$ cat config.mk
export PLATFORM = sky130hd
export DESIGN_NAME = nvtc_trap_control
export DESIGN_NICKNAME = d
export VERILOG_FILES = /design/src/verilog/nvtc_pkg.sv /design/src/verilog/nvtc_ctrl_bit.sv /design/src/verilog/nvtc_trap_control.sv
export VERILOG_INCLUDE_DIRS = /design/src /design/src/verilog
export SDC_FILE = /design/constraint.sdc
export NUM_CORES = 1
export LEC_CHECK = 0
export ABC_AREA = 0
export ABC_CLOCK_PERIOD_IN_PS = 3000
export BUFFER_PORTS_ARGS = -buffer_cell sky130_fd_sc_hd__buf_2
export CORE_UTILIZATION = 40
export DETAILED_ROUTE_END_ITERATION = 6
export GPL_TIMING_DRIVEN = 0
export PLACE_DENSITY = 0.86
export SLEW_MARGIN = 20
export SYNTH_ARGS = -nofsm -noshare
export SYNTH_HDL_FRONTEND = slang
export SYNTH_SLANG_ARGS = --single-unit
export TNS_END_PERCENT = 100
$ cat constraint.sdc
create_clock -name clk -period 3 [get_ports clk]
set_input_delay 0.15 -clock clk [delete_from_list [all_inputs] [get_ports clk]]
set_output_delay 0.15 -clock clk [all_outputs]
set_load 0.01 [all_outputs]
$ cat src/verilog/nvtc_defines.svh
`ifndef NVTC_DEFINES_SVH
`define NVTC_DEFINES_SVH

// Field positions inside the hypervisor configuration word
`define NVTC_POS_REDIR 45
`define NVTC_POS_NEST_DESC 43
`define NVTC_POS_NEST 42
`define NVTC_POS_PAUTH 41
`define NVTC_POS_KEY 40
`define NVTC_POS_TXN 39

// Value every control field takes on reset
`define NVTC_FIELD_RESET 1'h0

// Syndrome class codes
`define NVTC_CLASS_NONE 6'h00
`define NVTC_CLASS_PAUTH 6'h09
`define NVTC_CLASS_SECURE_CALL 6'h17
`define NVTC_CLASS_SYSREG 6'h18
`define NVTC_CLASS_EXC_RETURN 6'h1A

// Privilege level codes
`define NVTC_LVL_USER 2'h0
`define NVTC_LVL_KERNEL 2'h1
`define NVTC_LVL_HYP 2'h2

// Level shown to a nested guest reading the current-level register
`define NVTC_GUEST_LEVEL 2'h2

`endif

$ cat src/verilog/nvtc_pkg.sv
package nvtc_pkg;

  // Kind of operation presented by the pipeline
  typedef enum logic [3:0] {
    NVTC_OP_NONE,
    NVTC_OP_SYSREG_HYP,
    NVTC_OP_SYSREG_HYP_REDIR,
    NVTC_OP_SYSREG_HYP_SP,
    NVTC_OP_SYSREG_ALIAS,
    NVTC_OP_SPSR_BANKED,
    NVTC_OP_KERNEL_SP,
    NVTC_OP_READ_LEVEL,
    NVTC_OP_HYP_TRANSLATE,
    NVTC_OP_EXC_RETURN,
    NVTC_OP_EXC_RETURN_AUTH,
    NVTC_OP_SECURE_CALL,
    NVTC_OP_PAUTH,
    NVTC_OP_KEY_REG,
    NVTC_OP_TRANSACTION,
    NVTC_OP_OTHER
  } nvtc_op_t;

  // Choice taken when the nested-trap field is 0 and the descriptor field is 1
  typedef enum logic [1:0] {
    NVTC_MIX_AS_BOTH_SET,
    NVTC_MIX_AS_BOTH_CLEAR,
    NVTC_MIX_AS_WRITTEN
  } nvtc_mix_t;

endpackage

$ cat src/verilog/nvtc_ctrl_bit.sv
`timescale 1ns/1ns
`default_nettype none
`include "nvtc_defines.svh"

module nvtc_ctrl_bit #(
  parameter logic RESET_VAL = `NVTC_FIELD_RESET
) (
  // Clock and reset
  input wire logic clk,
  input wire logic rst,
  // Write side
  input wire logic wrEn,
  input wire logic wrData,
  // Stored value
  output logic fieldQ
);

  // One writable control bit; reset gives a fixed value software must overwrite
  always_ff @(posedge clk or posedge rst) begin
    if (rst) begin
      fieldQ <= RESET_VAL;
    end else if (wrEn) begin
      fieldQ <= wrData;
    end
  end

endmodule
`default_nettype wire

$ cat src/verilog/nvtc_trap_control.sv
`timescale 1ns/1ns
`default_nettype none
`include "nvtc_defines.svh"

// Notes on behaviour
// - Mixed nested fields follow a fixed chosen policy
// - Control fields need software write after reset
// - Translation view updates only on invalidate
// - Redirection swaps four hypervisor registers to kernel
// - Nested trap clear disables redirection and nested traps
// - Nested trap catches listed operations when enabled
// - Guest reading current level sees value two
// - Hypervisor register moves trap with class 0x18
// - Hypervisor translation maintenance traps with 0x18
// - Exception returns trap with class 0x1A
// - Nested trap outranks pointer-auth trap
// - Secure call traps 0x17 without monitor
// - Pointer-auth instructions trap with 0x09
// - Fine-grained return trap outranks pointer-auth
// - Hypervisor off makes auth fields read one
// - Key register accesses trap with 0x18
// - Transaction clear makes transaction ops undefined
// - Hypervisor off forces transaction field one
module nvtc_trap_control import nvtc_pkg::*; #(
  parameter nvtc_mix_t MIX_POLICY = NVTC_MIX_AS_WRITTEN,
  parameter int CFG_WIDTH = 64
) (
  // Clock and reset
  input wire logic clk,
  input wire logic rst,
  // Configuration register access
  input wire logic cfgWrite,
  input wire logic [CFG_WIDTH-1:0] cfgWriteData,
  input wire logic cfgRead,
  output logic cfgReadValid,
  output logic [CFG_WIDTH-1:0] cfgReadData,
  // Translation cache maintenance
  input wire logic tlbInvalidate,
  output logic descFormatAlt,
  // System context
  input wire logic hypEnabled,
  input wire logic monitorPresent,
  input wire logic trapGeneral,
  input wire logic hostAtHyp,
  input wire logic secureCallTrap,
  input wire logic fineExcReturnTrap,
  input wire logic pauthEnabledLower,
  // Operation issue
  input wire logic opValid,
  input wire nvtc_op_t opKind,
  input wire logic [1:0] opLevel,
  input wire logic [1:0] opRedirIdx,
  // Decision
  output logic resValid,
  output logic resTrap,
  output logic [5:0] resClass,
  output logic resUndefined,
  output logic resCommit,
  output logic resRedirect,
  output logic [1:0] resRedirIdx,
  output logic [1:0] resLevelValue
);

  ////////////////////////////////////////////////////////////////////////////
  // Control field storage

  localparam int NUM_FIELDS = 6;
  localparam int FIELD_POS [NUM_FIELDS] = '{`NVTC_POS_TXN, `NVTC_POS_KEY, `NVTC_POS_PAUTH,
                                            `NVTC_POS_NEST, `NVTC_POS_NEST_DESC, `NVTC_POS_REDIR};

  logic [NUM_FIELDS-1:0] fieldQ;
  logic txnQ, keyQ, pauthQ, nestQ, nestDescQ, redirQ;

  // One storage bit per field; reset value is arbitrary from software's view
  genvar g;
  generate
    for (g = 0; g < NUM_FIELDS; g = g + 1) begin : gField
      nvtc_ctrl_bit #(.RESET_VAL(`NVTC_FIELD_RESET)) uBit (
        .clk(clk),
        .rst(rst),
        .wrEn(cfgWrite),
        .wrData(cfgWriteData[FIELD_POS[g]]),
        .fieldQ(fieldQ[g])
      );
    end
  endgenerate

  assign txnQ = fieldQ[0];
  assign keyQ = fieldQ[1];
  assign pauthQ = fieldQ[2];
  assign nestQ = fieldQ[3];
  assign nestDescQ = fieldQ[4];
  assign redirQ = fieldQ[5];

  ////////////////////////////////////////////////////////////////////////////
  // Read-back: raw stored bits only, never the effective values

  logic [CFG_WIDTH-1:0] readWord;

  // Assemble the word; fields outside this block read as zero
  always_comb begin
    readWord = '0;
    for (int i = 0; i < NUM_FIELDS; i++) begin
      readWord[FIELD_POS[i]] = fieldQ[i];
    end
  end

  // Answer one cycle after the read strobe
  always_ff @(posedge clk or posedge rst) begin
    if (rst) begin
      cfgReadValid <= 1'b0;
      cfgReadData <= '0;
    end else begin
      cfgReadValid <= cfgRead;
      if (cfgRead) begin
        cfgReadData <= readWord;
      end
    end
  end

  ////////////////////////////////////////////////////////////////////////////
  // Effective field values

  logic nestEff, nestDescEff, redirEff, pauthEff, keyEff, txnEff;

  // Mixed nested setting resolved by a fixed policy
  always_comb begin
    nestEff = nestQ;
    nestDescEff = nestDescQ;
    if (!nestQ && nestDescQ) begin
      case (MIX_POLICY)
        NVTC_MIX_AS_BOTH_SET: begin
          nestEff = 1'b1;
          nestDescEff = 1'b1;
        end
        NVTC_MIX_AS_BOTH_CLEAR: begin
          nestEff = 1'b0;
          nestDescEff = 1'b0;
        end
        default: begin
          nestEff = nestQ;
          nestDescEff = nestDescQ;
        end
      endcase
    end
  end

  // Redirection only counts while the nested trap is set
  assign redirEff = redirQ && nestEff;
  // Hypervisor off reads the auth and transaction fields as one
  assign pauthEff = pauthQ || !hypEnabled;
  assign keyEff = keyQ || !hypEnabled;
  assign txnEff = txnQ || !hypEnabled;

  ////////////////////////////////////////////////////////////////////////////
  // Translation cache view of the nested fields

  logic tlbNestQ, tlbNestDescQ;

  // Entries may hold stale fields; they refresh only on invalidate
  always_ff @(posedge clk or posedge rst) begin
    if (rst) begin
      tlbNestQ <= 1'b0;
      tlbNestDescQ <= 1'b0;
    end else if (tlbInvalidate) begin
      tlbNestQ <= nestEff;
      tlbNestDescQ <= nestDescEff;
    end
  end

  assign descFormatAlt = tlbNestQ && tlbNestDescQ;

  ////////////////////////////////////////////////////////////////////////////
  // Trap decision

  logic atKernel, nestTrapOn, pauthTrapOn, trapD, undefD, redirD;
  logic [5:0] classD;
  logic [1:0] levelD;

  assign atKernel = (opLevel == `NVTC_LVL_KERNEL);
  // Nested trap acts only without redirection and with the hypervisor on
  assign nestTrapOn = nestEff && !redirEff && hypEnabled && atKernel;
  // User level escapes when both host-mode controls are set
  assign pauthTrapOn = !pauthEff && pauthEnabledLower &&
                       (atKernel || (opLevel == `NVTC_LVL_USER && !(trapGeneral && hostAtHyp)));

  // Priority: nested, then fine-grained, then pointer-auth
  always_comb begin
    trapD = 1'b0;
    classD = `NVTC_CLASS_NONE;
    undefD = 1'b0;
    redirD = 1'b0;
    levelD = opLevel;
    case (opKind)
      NVTC_OP_SYSREG_HYP, NVTC_OP_SYSREG_ALIAS, NVTC_OP_SPSR_BANKED,
      NVTC_OP_KERNEL_SP: begin
        if (nestTrapOn) begin
          trapD = 1'b1;
          classD = `NVTC_CLASS_SYSREG;
        end
      end
      NVTC_OP_SYSREG_HYP_REDIR: begin
        if (redirEff && hypEnabled && atKernel) begin
          redirD = 1'b1;
        end else if (nestTrapOn) begin
          trapD = 1'b1;
          classD = `NVTC_CLASS_SYSREG;
        end
      end
      NVTC_OP_HYP_TRANSLATE: begin
        if (nestTrapOn) begin
          trapD = 1'b1;
          classD = `NVTC_CLASS_SYSREG;
        end
      end
      NVTC_OP_READ_LEVEL: begin
        if (nestTrapOn) begin
          levelD = `NVTC_GUEST_LEVEL;
        end
      end
      NVTC_OP_EXC_RETURN: begin
        if (nestTrapOn) begin
          trapD = 1'b1;
          classD = `NVTC_CLASS_EXC_RETURN;
        end
      end
      NVTC_OP_EXC_RETURN_AUTH: begin
        if (nestTrapOn) begin
          trapD = 1'b1;
          classD = `NVTC_CLASS_EXC_RETURN;
        end else if (fineExcReturnTrap && hypEnabled && atKernel) begin
          trapD = 1'b1;
          classD = `NVTC_CLASS_EXC_RETURN;
        end else if (pauthTrapOn) begin
          trapD = 1'b1;
          classD = `NVTC_CLASS_PAUTH;
        end
      end
      NVTC_OP_SECURE_CALL: begin
        if (nestTrapOn && !monitorPresent && secureCallTrap) begin
          trapD = 1'b1;
          classD = `NVTC_CLASS_SECURE_CALL;
        end
      end
      NVTC_OP_PAUTH: begin
        if (pauthTrapOn) begin
          trapD = 1'b1;
          classD = `NVTC_CLASS_PAUTH;
        end
      end
      NVTC_OP_KEY_REG: begin
        if (!keyEff && atKernel) begin
          trapD = 1'b1;
          classD = `NVTC_CLASS_SYSREG;
        end
      end
      NVTC_OP_TRANSACTION: begin
        if (!txnEff && (atKernel || opLevel == `NVTC_LVL_USER)) begin
          undefD = 1'b1;
        end
      end
      default: begin
        trapD = 1'b0;
      end
    endcase
  end

  ////////////////////////////////////////////////////////////////////////////
  // Decision register: one cycle after issue

  // Held outputs keep their last decision between operations
  always_ff @(posedge clk or posedge rst) begin
    if (rst) begin
      resValid <= 1'b0;
      resTrap <= 1'b0;
      resClass <= `NVTC_CLASS_NONE;
      resUndefined <= 1'b0;
      resRedirect <= 1'b0;
      resRedirIdx <= 2'h0;
      resLevelValue <= `NVTC_LVL_USER;
    end else begin
      resValid <= opValid;
      if (opValid) begin
        resTrap <= trapD;
        resClass <= classD;
        resUndefined <= undefD;
        resRedirect <= redirD;
        resRedirIdx <= opRedirIdx;
        resLevelValue <= levelD;
      end
    end
  end

  // A trapped or undefined operation leaves state untouched
  assign resCommit = resValid && !resTrap && !resUndefined;
endmodule
`default_nettype wire

==> flow_summary.yaml, run 1 <==
placement:
  portBuffers: 45
  placed_cells: 329
  routabilityCongestion: 0.812
  dpl.hpwl_um: 2670
finish:
  multi_input_comb_area_um2: 800
  regArea_um2: 701
  n_antenna_cell: 0
  drive_above_1_share_pct: 49.3
  fin_nets: 370
  synthToLayoutAreaGrowth_pct: 32.8
  stdcell_count: 336
  fillers: 415
floorplanning:
  num_rows: 24
  die_w_um: 69.2
  coreArea_um2: 4350
  dieHeight_um: 69.2
  io_pins: 166
  initial_core_util_pct: 41.5
  die_area_um2: 4790
min_path:
  hold_class: "primary input to flip-flop"
clocking:
  cts_root_buf: "clkbuf_8"
  h-tree-depth: 1
  cts-buffers-inserted: 3
  clk_latency_ns: 0.27
  cts_tree: "yes"
  cts.sinks: 28
  path_clk_slew_ns: 0.09
  clockBufferDepth: 2
global_routing:
  grt_max_degree: 29
  track_usage_pct: 13.5
  overflow: 0
  grt_pass1_vias: 1154
  grt_pass1_wl_um: 5350
  antenna_found_initial: 0
timing:
  hold_violations: 0
  setup_viol: 0
  fin_skew_ns: 0.00484
  drv_slew: 0
  setup_tns_ns: 0
  max_freq_mhz: 596
  min_period_ns: 1.68
  rsz0062_at_grt: "no"
  period_share_pct: 55.9
  worstMarginPinSlew_ns: 0.569
  relSlewSlack_pct: 62.0
critical_path:
  arrival_ns: 1.88
  cp-end-kind: "flip-flop"
  cp.required_ns: 3.20
  path_class: "primary input to flip-flop"
  cp-start-kind: "primary input"
  worstPathMaxFanout: 10
route:
  detail-route-antenna-nets: 0
  wl_per_cell_um: 9.73
  vias: 1377
  drcViolationCount: 0
  detailedRoute.firstIterationViolations: 39
  drt-pass1-iter-count: 4
  vias_per_cell: 4.10
  routed_wl_um: 3270
yosys:
  synth-edff-count: 0
  yosysWarnings: 0
  synthMuxAreaShare_pct: 10.5
  yosysSeqAreaShare_pct: 38.8
  synth_top_family_by_area: "buffers and inverters"
  synthFlopType: "dfrtp_1"
  synth-compound-area-share_pct: 8.32
  synthArstFlopShare_pct: 100
  ys_ff_latch: 28
  netlist_area_um2: 1810
  synth_fa_ha_area_share_pct: 0
  synth-simple-area-share_pct: 12.7
  synthXorXnorAreaFrac_pct: 0.485
  synth_area_per_cell_um2: 10.4
  synth_cell_types: 43
  syn_inst: 174
power_and_ir_drop:
  peakVddDrop_uv: 285
  leakagePower_nw: 1.36
  p_per_area_nw_per_um2: 370
run_status:
  status: "finished clean"
run:
  maxCapViolCount: 0
==> per-layer routing <==
layer  routed length [um]  vias up  global-route usage, %
met3                  339        0                   4.36
li1                     -      697                      -
met2                 1420       88                   20.1
met1                 1510      592                   20.0
met5                    0        -                      0
met4                    0        0                  0.680
==> worst paths after layout <==
check,start,cells after the start,slack [ns],endpoint
setup / recovery,opValid,7,1.32,resClass[1]
hold / removal,opRedirIdx[0],2,0.11,resRedirIdx[0]
setup reg to reg,gField[3].uBit.fieldQ,5,1.52,resTrap
hold reg to reg,resLevelValue[0],1,0.50,resLevelValue[0]
max in group asynchronous,rst,3,2.15,gField[5].uBit.fieldQ
min in group asynchronous,rst,3,0.47,cfgReadValid
==> synthesized netlist by cell type (2+ instances only) <==
library cell | number | share of area, %
nand4bb_1 | 2 | 1.2
inv_1 | 5 | 1.0
o21ai_0 | 3 | 0.83
and2b_2 | 2 | 0.97
nand2_1 | 8 | 1.7
nor2_1 | 5 | 1.0
nor3_1 | 2 | 0.55
a22o_1 | 2 | 0.97
clkbuf_1 | 2 | 0.42
and3b_1 | 2 | 0.97
buf_4 | 59 | 25
nor4_1 | 2 | 0.69
nand4_1 | 2 | 0.69
nor3b_1 | 2 | 0.83
o2bb2ai_1 | 3 | 1.5
dfrtp_1 | 28 | 39
mux2_2 | 16 | 10
buf_6 | 4 | 2.5
==> state kept, by name, indices dropped and copies added, names as in the netlist <==
| register | count |
|---|---|
| resRedirect | 1 |
| cfgReadValid | 1 |
| tlbNestDescQ | 1 |
| resLevelValue | 2 |
| resClass | 5 |
| resTrap | 1 |
| tlbNestQ | 1 |
| resUndefined | 1 |
| gField.uBit.fieldQ | 6 |
| resValid | 1 |
| resRedirIdx | 2 |
| cfgReadData | 6 |
==> final cells by class <==
type	count	share of cell area (%)
Inverter	6	0.939
Clock buffer	4	2.30
Tap cell	52	2.71
Sequential cell	28	29.2
Multi-Input combinational cell	132	33.3
Buffer	66	20.9
Timing Repair Buffer	48	10.6
==> report_power, final <==
part	leakage, nW	internal, mW	switching, mW
logic	0.984	0.122	0.109
registers	0.346	0.409	0.0187
clock network	0.0288	0.117	0.112
total	1.36	0.648	0.240
==> kinds of logic (layout without fill, tap and decap cells) <==
kind of cell,after synthesis,after routing
AOI/OAI and AO/OA,19,19
muxes,17,17
other,1,59
DFF,28,28
xor gates and xnor gates,1,1
and+or+nand+nor,36,36
buffers and inverters,72,124
==> per-stage QoR <==
| step | instance area, um^2 | util, % | setup WS [ns] | total power [mW] | hold slack [ns] |
|---|---|---|---|---|---|
| 2_1_floorplan | 2020 | - | 1.69 | 0.605 | 0.181 |
| 6_report | 2400 | 55.1 | 1.32 | 0.888 | 0.108 |
| 3_5_place_dp | 2310 | 53.1 | 1.53 | 0.661 | 0.274 |
| 3_3_place_gp | 2310 | 53.1 | 1.53 | 0.656 | 0.271 |
| 5_1_grt | 2400 | 55.1 | 1.16 | 0.934 | 0.0988 |
| 4_1_cts | 2390 | 54.9 | 1.32 | 0.894 | 0.102 |
==> cell usage in the layout, fill, tap and decap left out, types with 4 or more instances in the layout <==
master    netlist  layout
nor2_1          5       5
inv_1           5       4
nand2_1         8       8
buf_4          59      59
conb_1          1      59
clkbuf_8        0       4
dfrtp_1        28      28
buf_2           1      46
mux2_2         16      16
buf_6           4       4
==> worst max-delay path, cell delays in order <==
cell	delay (ns)
dlygate4sd3_1	0.52
buf_2	0.11
buf_2	0.19
clkinv_1	0.28
a21oi_1	0.36
inv_1	0.11
o2bb2ai_1	0.15
==> timing repair <==
item	in CTS	in global routing
gates resized for setup	0	0
hold endpoints to repair	2	28
hold buffers	2	1
setup buffers	0	0
(Power assumes the default switching activity.)
==> run 2: changes to the inputs <==
ABC_CLOCK_PERIOD_IN_PS = 1600   (was 3000)
CORE_UTILIZATION = 37   (was 40)
PLACE_DENSITY = 0.8   (was 0.86)
clock period = 1.6 ns   (was 3 ns; I/O delays follow)
==> run 2 against run 1 <==
  * Core utilization is 3.6 points lower
  * Wire length is 3.2% higher
  * Via count is 0.94% lower
  * Sequential share of layout area is 0.42 points lower
  * Total power is 100% higher
  * Highest routed layer is now met4
  * Sequential power is 87% higher
  * Clock power is 140% higher
  * Global-route usage is 0.54 points lower
  * Cell count is 4.5% higher
  * First-iteration DRC count is 2.6% higher
==> flow_summary.yaml, run 2 (synthesized netlist as in run 1, its figures left out) <==
critical_path:
  crit_path_max_incr_delay_ns: 0.43
  path_class: "flip-flop to flip-flop"
  worstPathMaxFanout: 5
  critical_path.top_delay_family: "compound AO/OA/AOI/OAI gates"
  path_cells: "nor2b_1 > o2111ai_1 > o21ai_1 > nand2b_1 > a22o_1"
  cp.required_ns: 1.77
  arrival_ns: 1.67
  critPathSlowestCell: "dfrtp_1"
  cp-start-kind: "flip-flop"
  cp-end-kind: "flip-flop"
  crit_buf_inv: 0
timing:
  setup_viol: 0
  rsz0062_at_grt: "no"
  fin_hold_ws_ns: 0.0289
  setup_tns_ns: 0
  worstMarginPinSlew_ns: 0.557
  fin_skew_ns: 0.00452
  drv_slew: 0
  period_share_pct: 93.5
  max_freq_mhz: 668
  min_period_ns: 1.50
  hold_violations: 0
  relSlewSlack_pct: 62.8
finish:
  drive_above_1_share_pct: 49.3
  synthToLayoutAreaGrowth_pct: 34.8
  layout_common_cells: "buf_4 (59), conb_1 (59), buf_2 (46)"
  fin_area_um2: 2430
  fin_nets: 370
  top_regs: "cfgReadData (6), gField.uBit.fieldQ (6), resClass (5)"
  n_antenna_cell: 0
  stdcell_count: 351
placement:
  placed_cells: 344
  dpl.hpwl_um: 2780
  place_area_um2: 2330
  portBuffers: 45
  routabilityCongestion: 0.890
power_and_ir_drop:
  p_per_area_nw_per_um2: 735
  peakVddDrop_uv: 489
  leakagePower_nw: 1.37
  power_mw: 1.79
global_routing:
  grt_max_degree: 29
  track_usage_pct: 12.9
  grt_pass1_vias: 1147
  antenna_found_initial: 0
  overflow: 0
  grt_pass1_wl_um: 5210
floorplanning:
  io_pins: 166
  coreArea_um2: 4720
  num_rows: 25
  die_area_um2: 5160
  die_w_um: 71.9
  initial_core_util_pct: 38.2
  dieHeight_um: 71.9
clocking:
  clockBufferDepth: 2
  postCtsSetupRepairBufs: 0
  cts_root_buf: "clkbuf_8"
  cts-buffers-inserted: 3
  clk_latency_ns: 0.27
  h-tree-depth: 1
  ctsHoldBuffers: 2
  cts.sinks: 28
  path_clk_slew_ns: 0.10
  cts_tree: "yes"
  ctsResizeCount: 0
route:
  detail-route-antenna-nets: 0
  vias_per_cell: 3.89
  drt-pass1-iter-count: 6
  drcViolationCount: 0
  wl_met1_um: 1490
  detailedRoute.firstIterationViolations: 40
  top_layer_used: "met4"
  wl_met2_um: 1550
  wl_met3_um: 301
  wl_per_cell_um: 9.61
  routed_wl_um: 3370
  vias: 1364
run_status:
  status: "finished clean"
min_path:
  hold_class: "primary input to flip-flop"
run:
  maxCapViolCount: 0
run 2: final cells by class:
| type | count | area [um^2] |
|---|---|---|
| fill | 455 | 2290 |
| multi-input combinational | 132 | 800 |
| sequential | 28 | 701 |
| buffer | 66 | 500 |
| timing repair buffer | 48 | 255 |
| tap | 67 | 83.8 |
| clock buffer | 3 | 41.3 |
| clock inverter | 1 | 30.0 |
| inverter | 6 | 22.5 |
run 2: metal layers:
metal / up-vias / global-route usage [%]
li1: 695 / -
met1: 595 / 17.0
met2: 70 / 21.0
met3: 4 / 3.38
met4: 0 / 3.92
met5: - / 0
run 2: path summary, 6_finish.rpt:
kind	startpoint	to	slack (ns)	cells past startpoint
max in group asynchronous	rst	gField[5].uBit.fieldQ	0.83	3
max	gField[3].uBit.fieldQ	resTrap	0.10	5
min	opRedirIdx[0]	resRedirIdx[0]	0.03	2
min in group asynchronous	rst	resValid	0.40	3
max reg2reg	gField[3].uBit.fieldQ	resTrap	0.10	5
min reg2reg	resClass[0]	resClass[0]	0.49	2
run 2: power by group:
part	leakage [nW]	switching [mW]	internal, mW
Clock	0.0357	0.221	0.335
Sequential	0.346	0.0329	0.766
Combinational	0.984	0.205	0.228
Total	1.37	0.458	1.33
run 2: stage by stage:
step | worst slack, ns | utilization (%)
after floorplan | 0.294 | -
after global placement | 0.134 | 49.4
after detailed placement | 0.0968 | 49.4
after CTS | 0.0774 | 51.3
after global routing | 0.0148 | 51.5
final | 0.104 | 51.5
run 2: worst register-to-register path, stage by stage (launching register included):
cell,delay (ns)
dfrtp_1,0.43
nor2b_1,0.19
o2111ai_1,0.26
o21ai_1,0.15
nand2b_1,0.17
a22o_1,0.20
==> run 3: changes to the inputs <==
CORE_MARGIN = 8   (was not set)
==> run 3 against run 2 <==
  * Global-route usage down 2.0 points
  * Clock skew down 0.0016 ns
  * Core utilization is 0.19 points lower
  * Clock-buffer cell count is 1 higher
  * Wire length grew 22%
  * Sequential power about the same
  * Critical path type unchanged
  * Largest cell class unchanged
==> flow_summary.yaml, run 3 (synthesized netlist as in run 1, its figures left out) <==
run_status:
  status: "finished clean"
floorplanning:
  die_area_um2: 7370
  io_pins: 166
  dieHeight_um: 85.9
  die_w_um: 85.9
  coreArea_um2: 4720
  num_rows: 25
  initial_core_util_pct: 38.2
clocking:
  cts_root_buf: "clkbuf_8"
  cts_tree: "yes"
  cts-buffers-inserted: 3
  h-tree-depth: 1
  cts.sinks: 28
  clockBufferDepth: 2
  path_clk_slew_ns: 0.09
  clk_latency_ns: 0.27
  postCtsSetupRepairBufs: 0
critical_path:
  path_class: "flip-flop to flip-flop"
  arrival_ns: 1.68
  crit_end: "resTrap"
  regToRegSetupSlack_ns: 0.09
  cp-start-kind: "flip-flop"
  reg2regPathDepth: 5
  cp-end-kind: "flip-flop"
  timing.rr.end: "resTrap"
  r2r_start: "gField[3].uBit.fieldQ"
  worstPathMaxFanout: 5
  setup.worst_path.start: "gField[3].uBit.fieldQ"
  cp.required_ns: 1.77
timing:
  fin_skew_ns: 0.00295
  drv_slew: 0
  worstMarginPinSlew_ns: 0.589
  min_period_ns: 1.51
  relSlewSlack_pct: 60.7
  setup_viol: 0
  max_freq_mhz: 661
  period_share_pct: 94.6
  hold_violations: 0
  fin_hold_ws_ns: 0.0331
  setup_tns_ns: 0
route:
  routed_wl_um: 4120
  vias_per_cell: 3.86
  drt-pass1-iter-count: 4
  drcViolationCount: 0
  detailedRoute.firstIterationViolations: 29
  wl_per_cell_um: 11.7
  vias: 1356
  detail-route-antenna-nets: 0
min_path:
  hold_class: "primary input to flip-flop"
finish:
  top_regs: "cfgReadData (6), gField.uBit.fieldQ (6), resClass (5)"
  n_antenna_cell: 0
  synthToLayoutAreaGrowth_pct: 34.3
  fin_nets: 370
  fin_area_um2: 2420
  layout_common_cells: "buf_4 (59), conb_1 (59), buf_2 (46)"
  drive_above_1_share_pct: 50.0
global_routing:
  track_usage_pct: 10.9
  antenna_found_initial: 0
  overflow: 0
  grt_max_degree: 29
  grt_pass1_vias: 1402
  grt_pass1_wl_um: 6610
run:
  maxCapViolCount: 0
placement:
  place_area_um2: 2330
  portBuffers: 45
  routabilityCongestion: 0.868
  dpl.hpwl_um: 3460
power_and_ir_drop:
  peakVddDrop_uv: 432
  power_mw: 1.68
  leakagePower_nw: 1.36
  p_per_area_nw_per_um2: 694
run 3: cell count changes in the layout (fill, tap and decap cells not counted), sizes merged:
cell      before  now
bufinv         1    0
clkbuf         5    6
clkinv         1    0
clkinvlp       0    1
run 3: worst max-delay path, cell delays in order, from the launching register on:
cell and delay (ns):
dfrtp_1 0.44, nor2b_1 0.20, o2111ai_1 0.26, o21ai_1 0.15, nand2b_1 0.16, a22o_1 0.20
run 3: how the worst min path moves through the flow:
| stage | startpoint | to | slack (ns) | cells after the start |
|---|---|---|---|---|
| after floorplan | cfgRead | cfgReadValid | 0.11 | 0 |
| after global placement | opValid | resValid | 0.20 | 1 |
| after detailed placement | opValid | resValid | 0.21 | 1 |
| after CTS | cfgWriteData[39] | gField[0].uBit.fieldQ | 0.02 | 2 |
| after global routing | cfgWriteData[45] | gField[5].uBit.fieldQ | 0.02 | 2 |
| final | cfgWriteData[39] | gField[0].uBit.fieldQ | 0.03 | 2 |
run 3: power by group:
| part | switching, mW | internal [mW] |
|---|---|---|
| Sequential | 0.0345 | 0.766 |
| Combinational | 0.214 | 0.230 |
| Clock | 0.217 | 0.220 |
| Total | 0.466 | 1.22 |
run 3: cell type report:
cell class / count / area (um^2)
plain buffers: 66 / 500
fillers: 455 / 2300
flip-flops and latches: 28 / 701
inverters: 6 / 26.3
clock buffers: 4 / 55.1
well taps: 67 / 83.8
repair buffers: 48 / 255
multi-input cells: 132 / 803
run 3: per-layer routing:
metal | vias to the layer above | global-route usage [%] | wire (um)
li1 | 691 | - | -
met1 | 593 | 12.0 | 1610
met2 | 70 | 17.8 | 1880
met3 | 2 | 6.30 | 617
met4 | 0 | 1.91 | 13
met5 | - | 0 | 0
run 3: timing repair:
action | 4_1_cts | 5_1_grt
resized for setup | 0 | 2
hold buffers | 2 | 1
endpoints found under the hold margin | 2 | 28
endpoints found under the setup margin | 0 | 5
run 3: stage by stage:
stage | std cells | setup WS, ns | utilization, %
6_report | 351 | 0.0866 | 51.3
5_1_grt | 351 | -0.0138 | 51.3
4_1_cts | 350 | 0.00605 | 51.0
3_5_place_dp | 344 | 0.109 | 49.4
3_3_place_gp | 344 | 0.124 | 49.4
2_1_floorplan | 232 | 0.294 | -
